==> config.mk <==
export PLATFORM = sky130hd
export DESIGN_NAME = wrt_watchdog
export DESIGN_NICKNAME = d
export VERILOG_FILES = /design/src/pkg/wrt_pkg.sv /design/src/rtl/wrt_osc_tick.sv /design/src/rtl/wrt_unlock.sv /design/src/rtl/wrt_watchdog.sv
export SDC_FILE = /design/constraint.sdc
export NUM_CORES = 1
export LEC_CHECK = 0
export ABC_AREA = 0
export BUFFER_PORTS_ARGS = -buffer_cell sky130_fd_sc_hd__clkbuf_2
export CORE_ASPECT_RATIO = 0.6
export CORE_MARGIN = 1.5
export CORE_UTILIZATION = 23
export DETAILED_ROUTE_END_ITERATION = 10
export MAX_ROUTING_LAYER = met4
export PLACE_DENSITY_LB_ADDON = 0.3
export SETUP_SLACK_MARGIN = 0.3
export SYNTH_ARGS = -nofsm -noshare
export SYNTH_HDL_FRONTEND = slang
export SYNTH_SLANG_ARGS = --single-unit
==> constraint.sdc <==
create_clock -name clk_sys -period 7.7 [get_ports clk_sys]
set_input_delay 0.77 -clock clk_sys [delete_from_list [all_inputs] [get_ports clk_sys]]
set_output_delay 0.77 -clock clk_sys [all_outputs]
set_load 0.01 [all_outputs]
==> src/pkg/wrt_pkg.sv <==
// constants and types of the reloadable watchdog timer
// assumes one system clock; the watchdog oscillator arrives as a sampled level

package wrt_pkg;

  localparam logic [11:0] WRT_ADDR_RELOAD_HIGH = 12'hff2;
  localparam logic [11:0] WRT_ADDR_RELOAD_LOW = 12'hff3;

  localparam logic [7:0] WRT_RELOAD_HIGH_RST = 8'h04;
  localparam logic [7:0] WRT_RELOAD_LOW_RST = 8'h00;
  localparam logic [15:0] WRT_COUNT_RST = 16'h0400;
  localparam logic [15:0] WRT_COUNT_ZERO = 16'h0000;
  localparam logic [15:0] WRT_COUNT_ONE = 16'h0001;
  localparam logic [7:0] WRT_RDATA_RST = 8'h00;
  localparam logic [12:0] WRT_MS_RST = 13'h0066;

  localparam logic [7:0] WRT_UNLOCK_KEY1 = 8'h55;
  localparam logic [7:0] WRT_UNLOCK_KEY2 = 8'haa;

  // typical oscillator rate and the divisor giving milliseconds
  localparam int WRT_OSC_FREQ_HZ = 8200;
  localparam logic [15:0] WRT_MS_DIVISOR = 16'h000a;

  typedef enum logic [3:0] {
    WRT_LOCKED    = 4'b0001,
    WRT_KEY1_SEEN = 4'b0010,
    WRT_OPEN      = 4'b0100,
    WRT_HIGH_DONE = 4'b1000
  } wrt_unlock_t;

  typedef enum logic [2:0] {
    WRT_OFF    = 3'b001,
    WRT_RUN    = 3'b010,
    WRT_HALTED = 3'b100
  } wrt_run_t;

  function automatic logic [12:0] wrt_nominal_ms(input logic [15:0] reload);
    logic [15:0] quot;
    quot = reload / WRT_MS_DIVISOR;
    return quot[12:0];
  endfunction

endpackage

==> src/rtl/wrt_osc_tick.sv <==
// edge detector turning the watchdog oscillator level into one-cycle ticks
// assumes the oscillator level is already synchronous to clk_sys
`timescale 1ns/100ps
`default_nettype none

module wrt_osc_tick (
  input wire logic clk_sys,
  input wire logic rst_b,
  input wire logic osc_level,
  output logic tick
);
  import wrt_pkg::*;

  logic osc_prev_q;
  logic tick_q;

  always_ff @(posedge clk_sys or negedge rst_b) begin
    if (!rst_b) begin
      osc_prev_q <= 1'b0;
    end else begin
      osc_prev_q <= osc_level;
    end
  end

  always_ff @(posedge clk_sys or negedge rst_b) begin
    if (!rst_b) begin
      tick_q <= 1'b0;
    end else begin
      tick_q <= osc_level & ~osc_prev_q;
    end
  end

  assign tick = tick_q;

endmodule // wrt_osc_tick

`default_nettype wire

==> src/rtl/wrt_unlock.sv <==
// unlock tracker guarding the two reload registers
// assumes writes arrive as one-cycle strobes with the address already decoded
`timescale 1ns/100ps
`default_nettype none

module wrt_unlock (
  input wire logic clk_sys,
  input wire logic rst_b,
  input wire logic wr_high,
  input wire logic wr_low,
  input wire logic [7:0] wdata,
  output logic load_high,
  output logic load_low,
  output logic unlocked
);
  import wrt_pkg::*;

  wrt_unlock_t state_q;
  wrt_unlock_t state_d;

  always_comb begin
    state_d = state_q;
    load_high = 1'b0;
    load_low = 1'b0;
    unique case (state_q)
      WRT_LOCKED: begin
        if (wr_high && wdata == WRT_UNLOCK_KEY1) begin
          state_d = WRT_KEY1_SEEN;
        end
      end
      WRT_KEY1_SEEN: begin
        if (wr_high && wdata == WRT_UNLOCK_KEY2) begin
          state_d = WRT_OPEN;
        end else if (wr_high || wr_low) begin
          state_d = WRT_LOCKED;
        end
      end
      WRT_OPEN: begin
        if (wr_high) begin
          load_high = 1'b1;
          state_d = WRT_HIGH_DONE;
        end else if (wr_low) begin
          state_d = WRT_LOCKED;
        end
      end
      WRT_HIGH_DONE: begin
        if (wr_low) begin
          load_low = 1'b1;
          state_d = WRT_LOCKED;
        end else if (wr_high) begin
          state_d = WRT_LOCKED;
        end
      end
      default: begin
        state_d = WRT_LOCKED;
      end
    endcase
  end

  always_ff @(posedge clk_sys or negedge rst_b) begin
    if (!rst_b) begin
      state_q <= WRT_LOCKED;
    end else begin
      state_q <= state_d;
    end
  end

  // next-state decode, so the registered copy upstream tracks state_q without lag
  assign unlocked = (state_d == WRT_OPEN) || (state_d == WRT_HIGH_DONE);

endmodule // wrt_unlock

`default_nettype wire

==> src/rtl/wrt_watchdog.sv <==
// reloadable 16-bit watchdog: reload registers, down-counter, time-out response
// assumes byte-wide register strobes from the cpu and option bits held stable
`timescale 1ns/100ps
`default_nettype none

module wrt_watchdog (
  input wire logic clk_sys,
  input wire logic rst_b,
  input wire logic [11:0] reg_addr,
  input wire logic reg_wr,
  input wire logic reg_rd,
  input wire logic [7:0] reg_wdata,
  output logic [7:0] reg_rdata,
  input wire logic retrigger,
  input wire logic watchdog_oscillator,
  input wire logic always_on_option,
  input wire logic timeout_response_option,
  input wire logic debug_mode,
  input wire logic stop_mode,
  input wire logic watchdog_flag_clear,
  input wire logic stop_flag_clear,
  output logic irq_req,
  output logic sys_reset_req,
  output logic stop_recovery,
  output logic watchdog_flag,
  output logic stop_flag,
  output logic enabled,
  output logic reload_unlocked,
  output logic [15:0] count,
  output logic [12:0] nominal_timeout_ms
);
  import wrt_pkg::*;

  logic osc_tick;
  logic wr_high;
  logic wr_low;
  logic load_high;
  logic load_low;
  logic unlocked;
  logic enable_now;
  logic reload_now;
  logic timeout_hit;
  logic resp_reset;
  logic [15:0] reload_val;

  logic [7:0] reload_high_q;
  logic [7:0] reload_low_q;
  wrt_run_t run_q;
  logic [15:0] count_q;
  logic timeout_pend_q;
  logic irq_req_q;
  logic sys_reset_req_q;
  logic stop_recovery_q;
  logic watchdog_flag_q;
  logic stop_flag_q;
  logic unlocked_q;
  logic [7:0] reg_rdata_q;
  logic [12:0] nominal_ms_q;

  function automatic logic [7:0] count_byte(input logic [15:0] cnt, input logic high);
    return high ? cnt[15:8] : cnt[7:0];
  endfunction

  wrt_osc_tick u_tick (
    .clk_sys(clk_sys),
    .rst_b(rst_b),
    .osc_level(watchdog_oscillator),
    .tick(osc_tick)
  );

  assign wr_high = reg_wr && (reg_addr == WRT_ADDR_RELOAD_HIGH);
  assign wr_low = reg_wr && (reg_addr == WRT_ADDR_RELOAD_LOW);

  wrt_unlock u_unlock (
    .clk_sys(clk_sys),
    .rst_b(rst_b),
    .wr_high(wr_high),
    .wr_low(wr_low),
    .wdata(reg_wdata),
    .load_high(load_high),
    .load_low(load_low),
    .unlocked(unlocked)
  );

  // reload value as high and low byte
  assign reload_val = {reload_high_q, reload_low_q};

  // option set to one selects the system reset response
  assign resp_reset = timeout_response_option;

  // switched on by retrigger or option low
  assign enable_now = (run_q == WRT_OFF) && (retrigger || !always_on_option);

  // retrigger reloads; debug holds it reloaded
  assign reload_now = (run_q == WRT_RUN) && (retrigger || debug_mode);

  // time-out when the count reaches zero
  assign timeout_hit = (run_q == WRT_RUN) && osc_tick && !reload_now
    && (count_q <= WRT_COUNT_ONE);

  // only unlocked writes change the bytes
  always_ff @(posedge clk_sys or negedge rst_b) begin
    if (!rst_b) begin
      reload_high_q <= WRT_RELOAD_HIGH_RST;
    end else if (load_high) begin
      reload_high_q <= reg_wdata;
    end
  end

  always_ff @(posedge clk_sys or negedge rst_b) begin
    if (!rst_b) begin
      reload_low_q <= WRT_RELOAD_LOW_RST;
    end else if (load_low) begin
      reload_low_q <= reg_wdata;
    end
  end

  always_ff @(posedge clk_sys or negedge rst_b) begin
    if (!rst_b) begin
      run_q <= WRT_OFF;
    end else begin
      unique case (run_q)
        WRT_OFF: begin
          if (enable_now) begin
            run_q <= WRT_RUN;
          end
        end
        WRT_RUN: begin
          if (timeout_pend_q && resp_reset && !stop_mode) begin
            run_q <= WRT_HALTED;
          end
        end
        WRT_HALTED: begin
          run_q <= WRT_HALTED;
        end
        default: begin
          run_q <= WRT_OFF;
        end
      endcase
    end
  end

  // counter restarts from the reload value
  always_ff @(posedge clk_sys or negedge rst_b) begin
    if (!rst_b) begin
      count_q <= WRT_COUNT_RST;
    end else if (enable_now) begin
      count_q <= reload_val;
    end else if (run_q != WRT_RUN) begin
      count_q <= count_q;
    end else if (reload_now) begin
      count_q <= reload_val;
    end else if (timeout_pend_q && !(resp_reset && !stop_mode)) begin
      count_q <= reload_val;
    end else if (timeout_hit) begin
      count_q <= WRT_COUNT_ZERO;
    end else if (osc_tick && !timeout_pend_q) begin
      count_q <= count_q - WRT_COUNT_ONE;
    end
  end

  always_ff @(posedge clk_sys or negedge rst_b) begin
    if (!rst_b) begin
      timeout_pend_q <= 1'b0;
    end else begin
      timeout_pend_q <= timeout_hit;
    end
  end

  // interrupt in active or halt; also in stop
  always_ff @(posedge clk_sys or negedge rst_b) begin
    if (!rst_b) begin
      irq_req_q <= 1'b0;
    end else begin
      irq_req_q <= timeout_pend_q && !resp_reset;
    end
  end

  always_ff @(posedge clk_sys or negedge rst_b) begin
    if (!rst_b) begin
      sys_reset_req_q <= 1'b0;
    end else if (timeout_pend_q && resp_reset && !stop_mode) begin
      sys_reset_req_q <= 1'b1;
    end
  end

  // stop mode time-out wakes the part
  always_ff @(posedge clk_sys or negedge rst_b) begin
    if (!rst_b) begin
      stop_recovery_q <= 1'b0;
    end else begin
      stop_recovery_q <= timeout_pend_q && stop_mode;
    end
  end

  // software clear; set wins over clear
  always_ff @(posedge clk_sys or negedge rst_b) begin
    if (!rst_b) begin
      watchdog_flag_q <= 1'b0;
    end else if (timeout_pend_q) begin
      watchdog_flag_q <= 1'b1;
    end else if (watchdog_flag_clear) begin
      watchdog_flag_q <= 1'b0;
    end
  end

  // stop flag with the watchdog flag
  always_ff @(posedge clk_sys or negedge rst_b) begin
    if (!rst_b) begin
      stop_flag_q <= 1'b0;
    end else if (timeout_pend_q && stop_mode) begin
      stop_flag_q <= 1'b1;
    end else if (stop_flag_clear) begin
      stop_flag_q <= 1'b0;
    end
  end

  always_ff @(posedge clk_sys or negedge rst_b) begin
    if (!rst_b) begin
      unlocked_q <= 1'b0;
    end else begin
      unlocked_q <= unlocked;
    end
  end

  always_ff @(posedge clk_sys or negedge rst_b) begin
    if (!rst_b) begin
      reg_rdata_q <= WRT_RDATA_RST;
    end else if (reg_rd && reg_addr == WRT_ADDR_RELOAD_HIGH) begin
      reg_rdata_q <= count_byte(count_q, 1'b1);
    end else if (reg_rd && reg_addr == WRT_ADDR_RELOAD_LOW) begin
      reg_rdata_q <= count_byte(count_q, 1'b0);
    end else if (reg_rd) begin
      reg_rdata_q <= WRT_RDATA_RST;
    end
  end

  always_ff @(posedge clk_sys or negedge rst_b) begin
    if (!rst_b) begin
      nominal_ms_q <= WRT_MS_RST;
    end else begin
      nominal_ms_q <= wrt_nominal_ms(reload_val);
    end
  end

  assign reg_rdata = reg_rdata_q;
  assign irq_req = irq_req_q;
  assign sys_reset_req = sys_reset_req_q;
  assign stop_recovery = stop_recovery_q;
  assign watchdog_flag = watchdog_flag_q;
  assign stop_flag = stop_flag_q;
  assign enabled = (run_q != WRT_OFF);
  assign reload_unlocked = unlocked_q;
  assign count = count_q;
  assign nominal_timeout_ms = nominal_ms_q;

endmodule // wrt_watchdog

`default_nettype wire

# Word-level counts from Yosys, hierarchy flattened
# Index checks and enable logic that the tools add are counted.
# totals
regBits	69
inputBits	32
out_inout_bits	44
word_cells	101
# classes
add_sub_neg	1
n_div	1
magnitude_cmp	1
n_eq_ne	18
muxes	28
bitwise	2
n_reduce_logical	34
# ops
operator	count
16-bit 2-to-1 mux	6
4-bit 2-to-1 mux	7
12-bit == test, second input constant	2
8-bit 2-to-1 mux	3
1-bit logical AND	18
16-bit by 4-bit divider with 16-bit output, second input constant	1
16-bit by 1-bit <= comparator with 1-bit output, second input constant	1
4-bit case mux with 4 select lines	1
16-bit by 1-bit subtractor with 16-bit output, second input constant	1
3-bit case mux with 3 select lines	1
4-bit by 3-bit == test with 1-bit output, second input constant	2
4-bit == test, second input constant	2
8-bit by 7-bit == test with 1-bit output, second input constant	1
8-bit == test, second input constant	1
1-bit 2-to-1 mux	8
1-bit logical NOT	6
3-bit 2-to-1 mux	2
5-bit nonzero test	1
4-bit by 1-bit == test with 1-bit output, second input constant	1
4-bit by 2-bit == test with 1-bit output, second input constant	1
1-bit logical OR	4
2-bit inequality test, second input constant	2
2-bit AND reduction	2
2-bit nonzero test	2
9 further kinds	9

# Logic depth before layout (Yosys ltp)
# Gate-level depths: netlist of run 1.
# logic_depth
ltp_word	10
depth_mapped	19

# Modules after synthesis
# A second synthesis of run 1 with hierarchy kept.
# hier_totals
cells_unflattened	597
hier_area_um2	4987.3
# modules_own_cells
module	n_inst	cells_per_inst	area_each_um2
wrt_watchdog	1	560	4603.2
wrt_unlock	1	34	320.3
wrt_osc_tick	1	3	63.8

# Least setup slack after synthesis of run 1
# Ideal clock, no wire load.
# synth_timing
kind	reg-to-reg
startpoint	register reload_high_q[2]
endpoint	register nominal_ms_q[0] (netlist: nominal_timeout_ms[0])
setup_ps	129
arrival_ps	3852
required_time_ps	7571
setup_slack_ps	3720
path_stages_with_launch	16
synth_period_minus_slack_ps	3980
path_cell_list	dfstp_2 -> buf_2 -> inv_2 -> a211oi_1 -> o31a_4 -> nor2_4 -> o32ai_1 -> or3_4 -> o21ai_2 -> a221o_1 -> or3_1 -> a21oi_1 -> o211ai_1 -> o2bb2ai_1 -> o311ai_1 -> a21oi_2
# synth_via
elab_chain_cells	1
# synth_rtl
element	line_no	text
start: declaration	wrt_watchdog.sv:46	logic [7:0] reload_high_q;
start signal: assignment	wrt_watchdog.sv:106	reload_high_q <= reg_wdata;
16-bit by 4-bit divider with 16-bit output	wrt_pkg.sv:39	quot = reload / WRT_MS_DIVISOR;
end signal: assignment	wrt_watchdog.sv:242	nominal_ms_q <= wrt_nominal_ms(reload_val);
end: declaration	wrt_watchdog.sv:58	logic [12:0] nominal_ms_q;
# Every way passes these cells.
# A chain may end at the register's enable or synchronous reset.

# Final worst setup path of run 1
# layout_timing
startpoint	register reload_high_q[5]
endpoint	register nominal_ms_q[0] (netlist: nominal_timeout_ms[0])
# The elaborated chain is that of the path after synthesis.

==> flow_summary_export.csv, run 1 <==
group,metric,value,unit
synthesis,ys.flop_type,"dfrtp_1",
grt,grt_pass1_wl,25140,µm
grt,antenna_found_initial,0,
sta,finalHoldViolations,0,
floorplan,io_pins,76,
sta,fin_ws,2.387,ns
sta,worst_pin_slew,1.192,ns
synthesis,avgSynthCellArea,8.515,µm²
clock_tree,cts-htree-levels,3,
detailed_routing,drc,7,
status,violations,"DRC",
critical_path,r2r_slack,2.39,ns
synthesis,synth_top_cell_area_share,30.39,%
cells_and_area,insertedDiodeCount,0,
critical_path,worst-path-stages,14,
critical_path,required,7.93,ns
detailed_routing,wirelength,15770,µm
synthesis,synth-edff-count,0,
grt,grtUsageTotal,14.37,%
cells_and_area,drive_gt1_share,23.29,%
synthesis,yosysTopAreaCell,"dfrtp_1",
sta,setup_tns,0,ns
sta,slew_headroom,19.68,%
synthesis,ys_warn_count,0,
detailed_routing,ant_nets,0,
critical_path,rr_worst_depth,14,
synthesis,post_synth_inst_count,590,
critical_path,critical_path.startpoint_type,"flip-flop",
critical_path,cp_slowest_cell,"o21ai_0",
floorplan,die_h,117.5,µm
critical_path,crit_family,"compound AO/OA/AOI/OAI gates",
critical_path,max_stage_delay,0.93,ns
synthesis,synth_fp_nets,624,
critical_path,cp_max_fo,17,
detailed_routing,vias,4890,
cells_and_area,area_growth_syn_to_layout,18.01,%
synthesis,synth_seq_cells,69,
place,dp_slack,2.498,ns
clock_tree,post_cts_buffers,0,
critical_path,r2r_end,"nominal_timeout_ms[0]$_DFF_PN0_",
clock_tree,cts_buffers,9,
place,port_buffers,75,
status,status,"finished with violations",
place,dp_hpwl,11590,µm
detailed_routing,drt-pass1-iter-count,9,
critical_path,worstSetupPathType,"reg -> reg",
detailed_routing,wl_per_cell,17.08,µm
place,gp_congestion,0.9227,
detailed_routing,viasPerCell,5.298,
critical_path,cp-end-kind,"flip-flop",
grt,grt_start_max_net_pins,70,
critical_path,r2r-start,"reload_high_q[5]$_DFFE_PN0P_",
clock_tree,clk_pin_slew,0.07,ns
sta,skew,0.01213,ns
clock_tree,clkSinkCount,69,
critical_path,worst_ep_arrival_time,5.54,ns
cells_and_area,fin_nets,673,
clock_tree,ctsResizeCount,0,
critical_path,cp-endpoint,"nominal_timeout_ms[0]$_DFF_PN0_",
sta,fin_crit,5.313,ns
clock_tree,clkLatencyLatePin,0.35,ns
floorplan,die_w,193.8,µm
synthesis,ys_async_sr_fraction,100.0,%
cells_and_area,final_core_util,27.91,%
detailed_routing,first_iter_violations,475,
grt,grt_pass1_vias,4394,
floorplan,rows,41,
clock_tree,tritoncts,"built",
sta,fmax,0.1882,GHz
sta,finalSetupViolCount,0,
synthesis,synth_cell_types,95,
synthesis,seq_area_frac_synth,34.57,%
critical_path,crit_buf_inv,0,
power_and_ir_drop,vdd_drop_max,104.9,µV
synthesis,netlist_area,5024,µm²
power_and_ir_drop,powerDensity,229.9,nW/µm²
clock_tree,clockBufferDepth,2,
synthesis,ys_top_cells_by_area,"dfrtp_1, o21ai_0, nor2_1, dfstp_2, nand2_1",
critical_path,crit_chain,"nor2b_1, nor2_1, a211oi_4, nor2_1, a2111oi_4, nor3_4, or2_0, o21ai_0, nand2_1, a211oi_2, a211oi_4, or3_1, o221ai_1, a21oi_2",
floorplan,dieArea,22770,µm²
worst_hold_path,hold_class,"reg -> reg",
clock_tree,cts_root_buf,"clkbuf_16",
clock_tree,hold_buffers,0,
floorplan,initial_core_util,23.65,%
critical_path,crit_start,"reload_high_q[5]$_DFFE_PN0P_",
sta,rsz0062_at_grt,"false",
power_and_ir_drop,p_leak,2.492,nW
sta,period_share,69.00,%
grt,gr-total-overflow,0,
floorplan,core_area,21240,µm²
job,drv_cap,0,
sta,drv_slew,0,
==> cells in the final DEF (no fill, tap or decap), drive strengths merged, types with 6 or more instances in the layout <==
cell and n:
dfrtp 61, nand3 19, inv 30, nor4 9, mux2 15, dfstp 8, clkbuf 84, o21ai 66
a211oi 15, nor3 20, o31ai 6, nor2b 8, nand2 45, a31oi 9, a22oi 10, mux2i 6
nand2b 7, nor2 60, a21oi 29, a32oi 8
==> cell families (layout without fill, tap and decap cells) <==
| kind of cell | Yosys count | in the layout | share of synthesized area [%] |
|---|---|---|---|
| adder cells (fa/ha/maj) | 2 | 2 | 0.4981 |
| multiplexers | 21 | 21 | 4.558 |
| AND/OR/NAND/NOR | 211 | 211 | 22.22 |
| buffers and inverters | 71 | 125 | 6.351 |
| XOR/XNOR | 2 | 2 | 0.7224 |
| AO/OA/AOI/OAI | 214 | 214 | 31.08 |
| flip-flops | 69 | 69 | 34.57 |
==> synth_stat cells (all sizes together) (5+ instances only) <==
cell and number:
a211oi 15, a21o 5, a21oi 29, a22oi 10, a31oi 9, a32oi 8
buf 14, clkbuf 26, dfrtp 61, dfstp 8, inv 30, mux2 15
mux2i 6, nand2 45, nand2b 7, nand3 19, nand4 5, nor2 60
nor2b 8, nor3 20, nor4 9, o211ai 5, o21ai 66, o22ai 5
o31ai 6, o32ai 5, or2 5
==> power breakdown <==
group / leakage, nW / total (mW) / internal [mW] / switching (mW)
Clock: 0.165 / 0.494 / 0.325 / 0.170
Combinational: 1.50 / 0.375 / 0.140 / 0.234
Sequential: 0.828 / 0.493 / 0.415 / 0.0784
Total: 2.49 / 1.36 / 0.880 / 0.483
==> registers in the layout (all words and copies together) (netlist names), 3 cells and up <==
name                count
u_unlock.state_q        4
reg_rdata               8
nominal_timeout_ms     13
reload_high_q           8
count                  16
reload_low_q            8
run_q                   3
==> worst min path at each step <==
stage	startpoint	endpoint	slack [ns]	cells after the start
finish	u_tick.osc_prev_q$_DFF_PN0_	u_tick.tick$_DFF_PN0_	0.39	1
global route	u_tick.osc_prev_q$_DFF_PN0_	u_tick.tick$_DFF_PN0_	0.41	1
CTS	u_tick.osc_prev_q$_DFF_PN0_	u_tick.tick$_DFF_PN0_	0.39	1
detailed placement	u_tick.osc_prev_q$_DFF_PN0_	u_tick.tick$_DFF_PN0_	0.39	1
global placement	u_tick.osc_prev_q$_DFF_PN0_	u_tick.tick$_DFF_PN0_	0.38	1
floorplan	u_tick.osc_prev_q$_DFF_PN0_	u_tick.tick$_DFF_PN0_	0.38	1
==> stage by stage <==
stage / instances / cell area [µm²] / hold WS, ns / total power [mW]
2_1_floorplan: 590 / 5024 / 0.3777 / 0.7255
6_report: 923 / 5928 / 0.3913 / 1.363
3_5_place_dp: 907 / 5579 / 0.3856 / 0.8743
4_1_cts: 923 / 5928 / 0.3931 / 1.374
5_1_grt: 923 / 5928 / 0.4099 / 1.449
3_3_place_gp: 907 / 5579 / 0.3815 / 0.8769
==> layout make-up <==
class	instances	area, µm²
Sequential cell	69	1737
Clock buffer	10	239.0
Fill cell	2351	15310
Timing Repair Buffer	78	400.4
Inverter	31	118.9
Multi-Input combinational cell	450	2974
Tap cell	279	349.1
Clock inverter	6	110.1
==> layer usage <==
metal	global-route usage, %	up-vias	share of wire (%)
met5	-	-	0
met4	3.002	0	0.58
met3	4.069	9	8.8
met2	17.35	200	38
met1	22.56	2350	53
li1	-	2331	-
Note: power is estimated with default switching activity, not from simulation.
==> inputs of run 2 (changes only) <==
- clock period: 7.7 -> 4.9 ns (I/O delays scaled with it)
==> flow_summary_export.csv, run 2 (synthesis gave the netlist of run 1 again) <==
group,metric,value,unit
sta,hold_ws,0.2746,ns
place,port_buffers,75,
detailed_routing,wirelength,16290,µm
place,dp_slack,0.2304,ns
grt,gr-max-usage-layer,"met1",
clock_tree,cts-htree-levels,3,
cells_and_area,final_common_cell,"clkbuf_2",
floorplan,core_area,21240,µm²
critical_path,rr_worst_depth,16,
floorplan,rows,41,
sta,worst_pin_slew,0.9497,ns
detailed_routing,drc,7,
clock_tree,clockBufferDepth,2,
detailed_routing,drt-pass1-iter-count,8,
job,drv_cap,0,
cells_and_area,area_growth_syn_to_layout,26.55,%
sta,finalHoldViolations,0,
cells_and_area,fillers,2268,
sta,setup_tns,0,ns
sta,slew_headroom,36.69,%
critical_path,cp_slowest_cell,"o311ai_1",
clock_tree,cts_buffers,9,
detailed_routing,first_iter_violations,422,
cells_and_area,regArea,1742,µm²
grt,gr-total-overflow,0,
critical_path,cp-endpoint,"nominal_timeout_ms[0]$_DFF_PN0_",
grt,met2_usage,17.13,%
detailed_routing,wl_per_cell,17.04,µm
floorplan,die_w,193.8,µm
floorplan,die_h,117.5,µm
place,dp_hpwl,11750,µm
power_and_ir_drop,vdd_drop_max,131.2,µV
critical_path,r2r_end,"nominal_timeout_ms[0]$_DFF_PN0_",
grt,grt_start_max_net_pins,70,
cells_and_area,drive_gt1_share,30.28,%
critical_path,cp-end-kind,"flip-flop",
critical_path,worstSetupPathType,"reg -> reg",
power_and_ir_drop,total_power,2.052,mW
cells_and_area,largest_reg_flops,16,
critical_path,crit_start,"reload_high_q[4]$_DFFE_PN0P_",
clock_tree,clk_pin_slew,0.06,ns
sta,rsz0062_at_grt,"false",
critical_path,crit_chain,"buf_4, inv_2, a211oi_1, buf_4, o31a_4, o311ai_1, o22a_1, a31oi_1, o32a_4, buf_4, a41oi_1, o221ai_1, nand4b_1, a41o_1, a22o_1, a21oi_2",
status,violations,"DRC",
place,gp_congestion,0.9054,
cells_and_area,most-common-layout-cells,"clkbuf_2, o21ai_0, nor2_1",
clock_tree,cts_root_buf,"clkbuf_16",
grt,grt_use_met1,22.42,%
floorplan,initial_core_util,23.65,%
critical_path,required,5.17,ns
critical_path,worst_ep_arrival_time,4.70,ns
sta,fin_crit,4.427,ns
grt,grt_pass1_vias,4240,
grt,gr-usage-met3,3.782,%
sta,fin_ws,0.4730,ns
worst_hold_path,hold_class,"in -> async",
sta,period_share,90.35,%
detailed_routing,ant_nets,0,
detailed_routing,viasPerCell,5.281,
critical_path,max_stage_delay,0.57,ns
clock_tree,hold_buffers,0,
grt,grtUsageTotal,14.15,%
sta,skew,0.01265,ns
critical_path,crit_top_cell,"buf_4",
critical_path,critical_path.startpoint_type,"flip-flop",
sta,fmax,0.2259,GHz
critical_path,cp_max_fo,8,
power_and_ir_drop,p_leak,2.665,nW
critical_path,r2r-start,"reload_high_q[4]$_DFFE_PN0P_",
power_and_ir_drop,powerDensity,322.7,nW/µm²
floorplan,io_pins,76,
sta,drv_slew,0,
clock_tree,clkSinkCount,69,
grt,grt_pass1_wl,24760,µm
clock_tree,tritoncts,"built",
cells_and_area,insertedDiodeCount,0,
cells_and_area,multi_input_area,3181,µm²
sta,finalSetupViolCount,0,
status,status,"finished with violations",
cells_and_area,fin_nets,706,
floorplan,dieArea,22770,µm²
cells_and_area,stdcell_area,6357,µm²
place,dpl-instance-area,5729,µm²
grt,antenna_found_initial,0,
critical_path,r2r_slack,0.47,ns
detailed_routing,vias,5049,
clock_tree,clkLatencyLatePin,0.34,ns
-- run 2: what timing repair did --
| action | 4_1_cts | 5_1_grt |
|---|---|---|
| setup endpoints to repair | 1 | 3 |
| pin swaps | 0 | 12 |
| resized for setup | 1 | 38 |
| setup buffers | 0 | 12 |
| cloned | 0 | 1 |
-- run 2: power by group --
| part | switching [mW] | internal (mW) |
|---|---|---|
| registers | 0.123 | 0.652 |
| logic | 0.367 | 0.223 |
| clock network | 0.265 | 0.422 |
-- run 2: how the worst min path moves through the flow --
stage | to | slack [ns] | depth (start not counted)
6_report | nominal_timeout_ms[7]$_DFF_PN0_ | 0.27 | 1
5_1_grt | u_tick.osc_prev_q$_DFF_PN0_ | 0.27 | 1
4_1_cts | u_tick.osc_prev_q$_DFF_PN0_ | 0.27 | 1
3_5_place_dp | u_tick.tick$_DFF_PN0_ | 0.39 | 1
3_3_place_gp | u_tick.tick$_DFF_PN0_ | 0.38 | 1
2_1_floorplan | count[0]$_DFFE_PN0P_ | 0.19 | 0
-- run 2: layer usage --
layer / wire length (µm) / share of wire, %
met1: 8799 / 54
met2: 6176 / 38
met3: 1201 / 7.4
met4: 109 / 0.67
met5: 0 / 0
-- run 2: critical path: cells and delay by family, from the launching register on --
family | cells | cell delay (ns)
compound gates | 11 | 2.92
simple gates | 1 | 0.31
buf+inv | 4 | 0.65
flops | 1 | 0.46
-- run 2: stage by stage --
| step | instances | utilization, % |
|---|---|---|
| global route | 956 | 29.93 |
| detailed placement | 927 | 26.98 |
| floorplan | 590 | - |
| CTS | 943 | 28.46 |
| finish | 956 | 29.93 |
| global placement | 927 | 26.98 |
-- run 2: layout make-up --
class	count	area share (%)
Clock buffer	11	3.976
Tap cell	279	5.491
Timing Repair Buffer	110	10.27
Multi-Input combinational cell	451	50.03
Inverter	31	1.909
Sequential cell	69	27.40
Clock inverter	5	0.9250
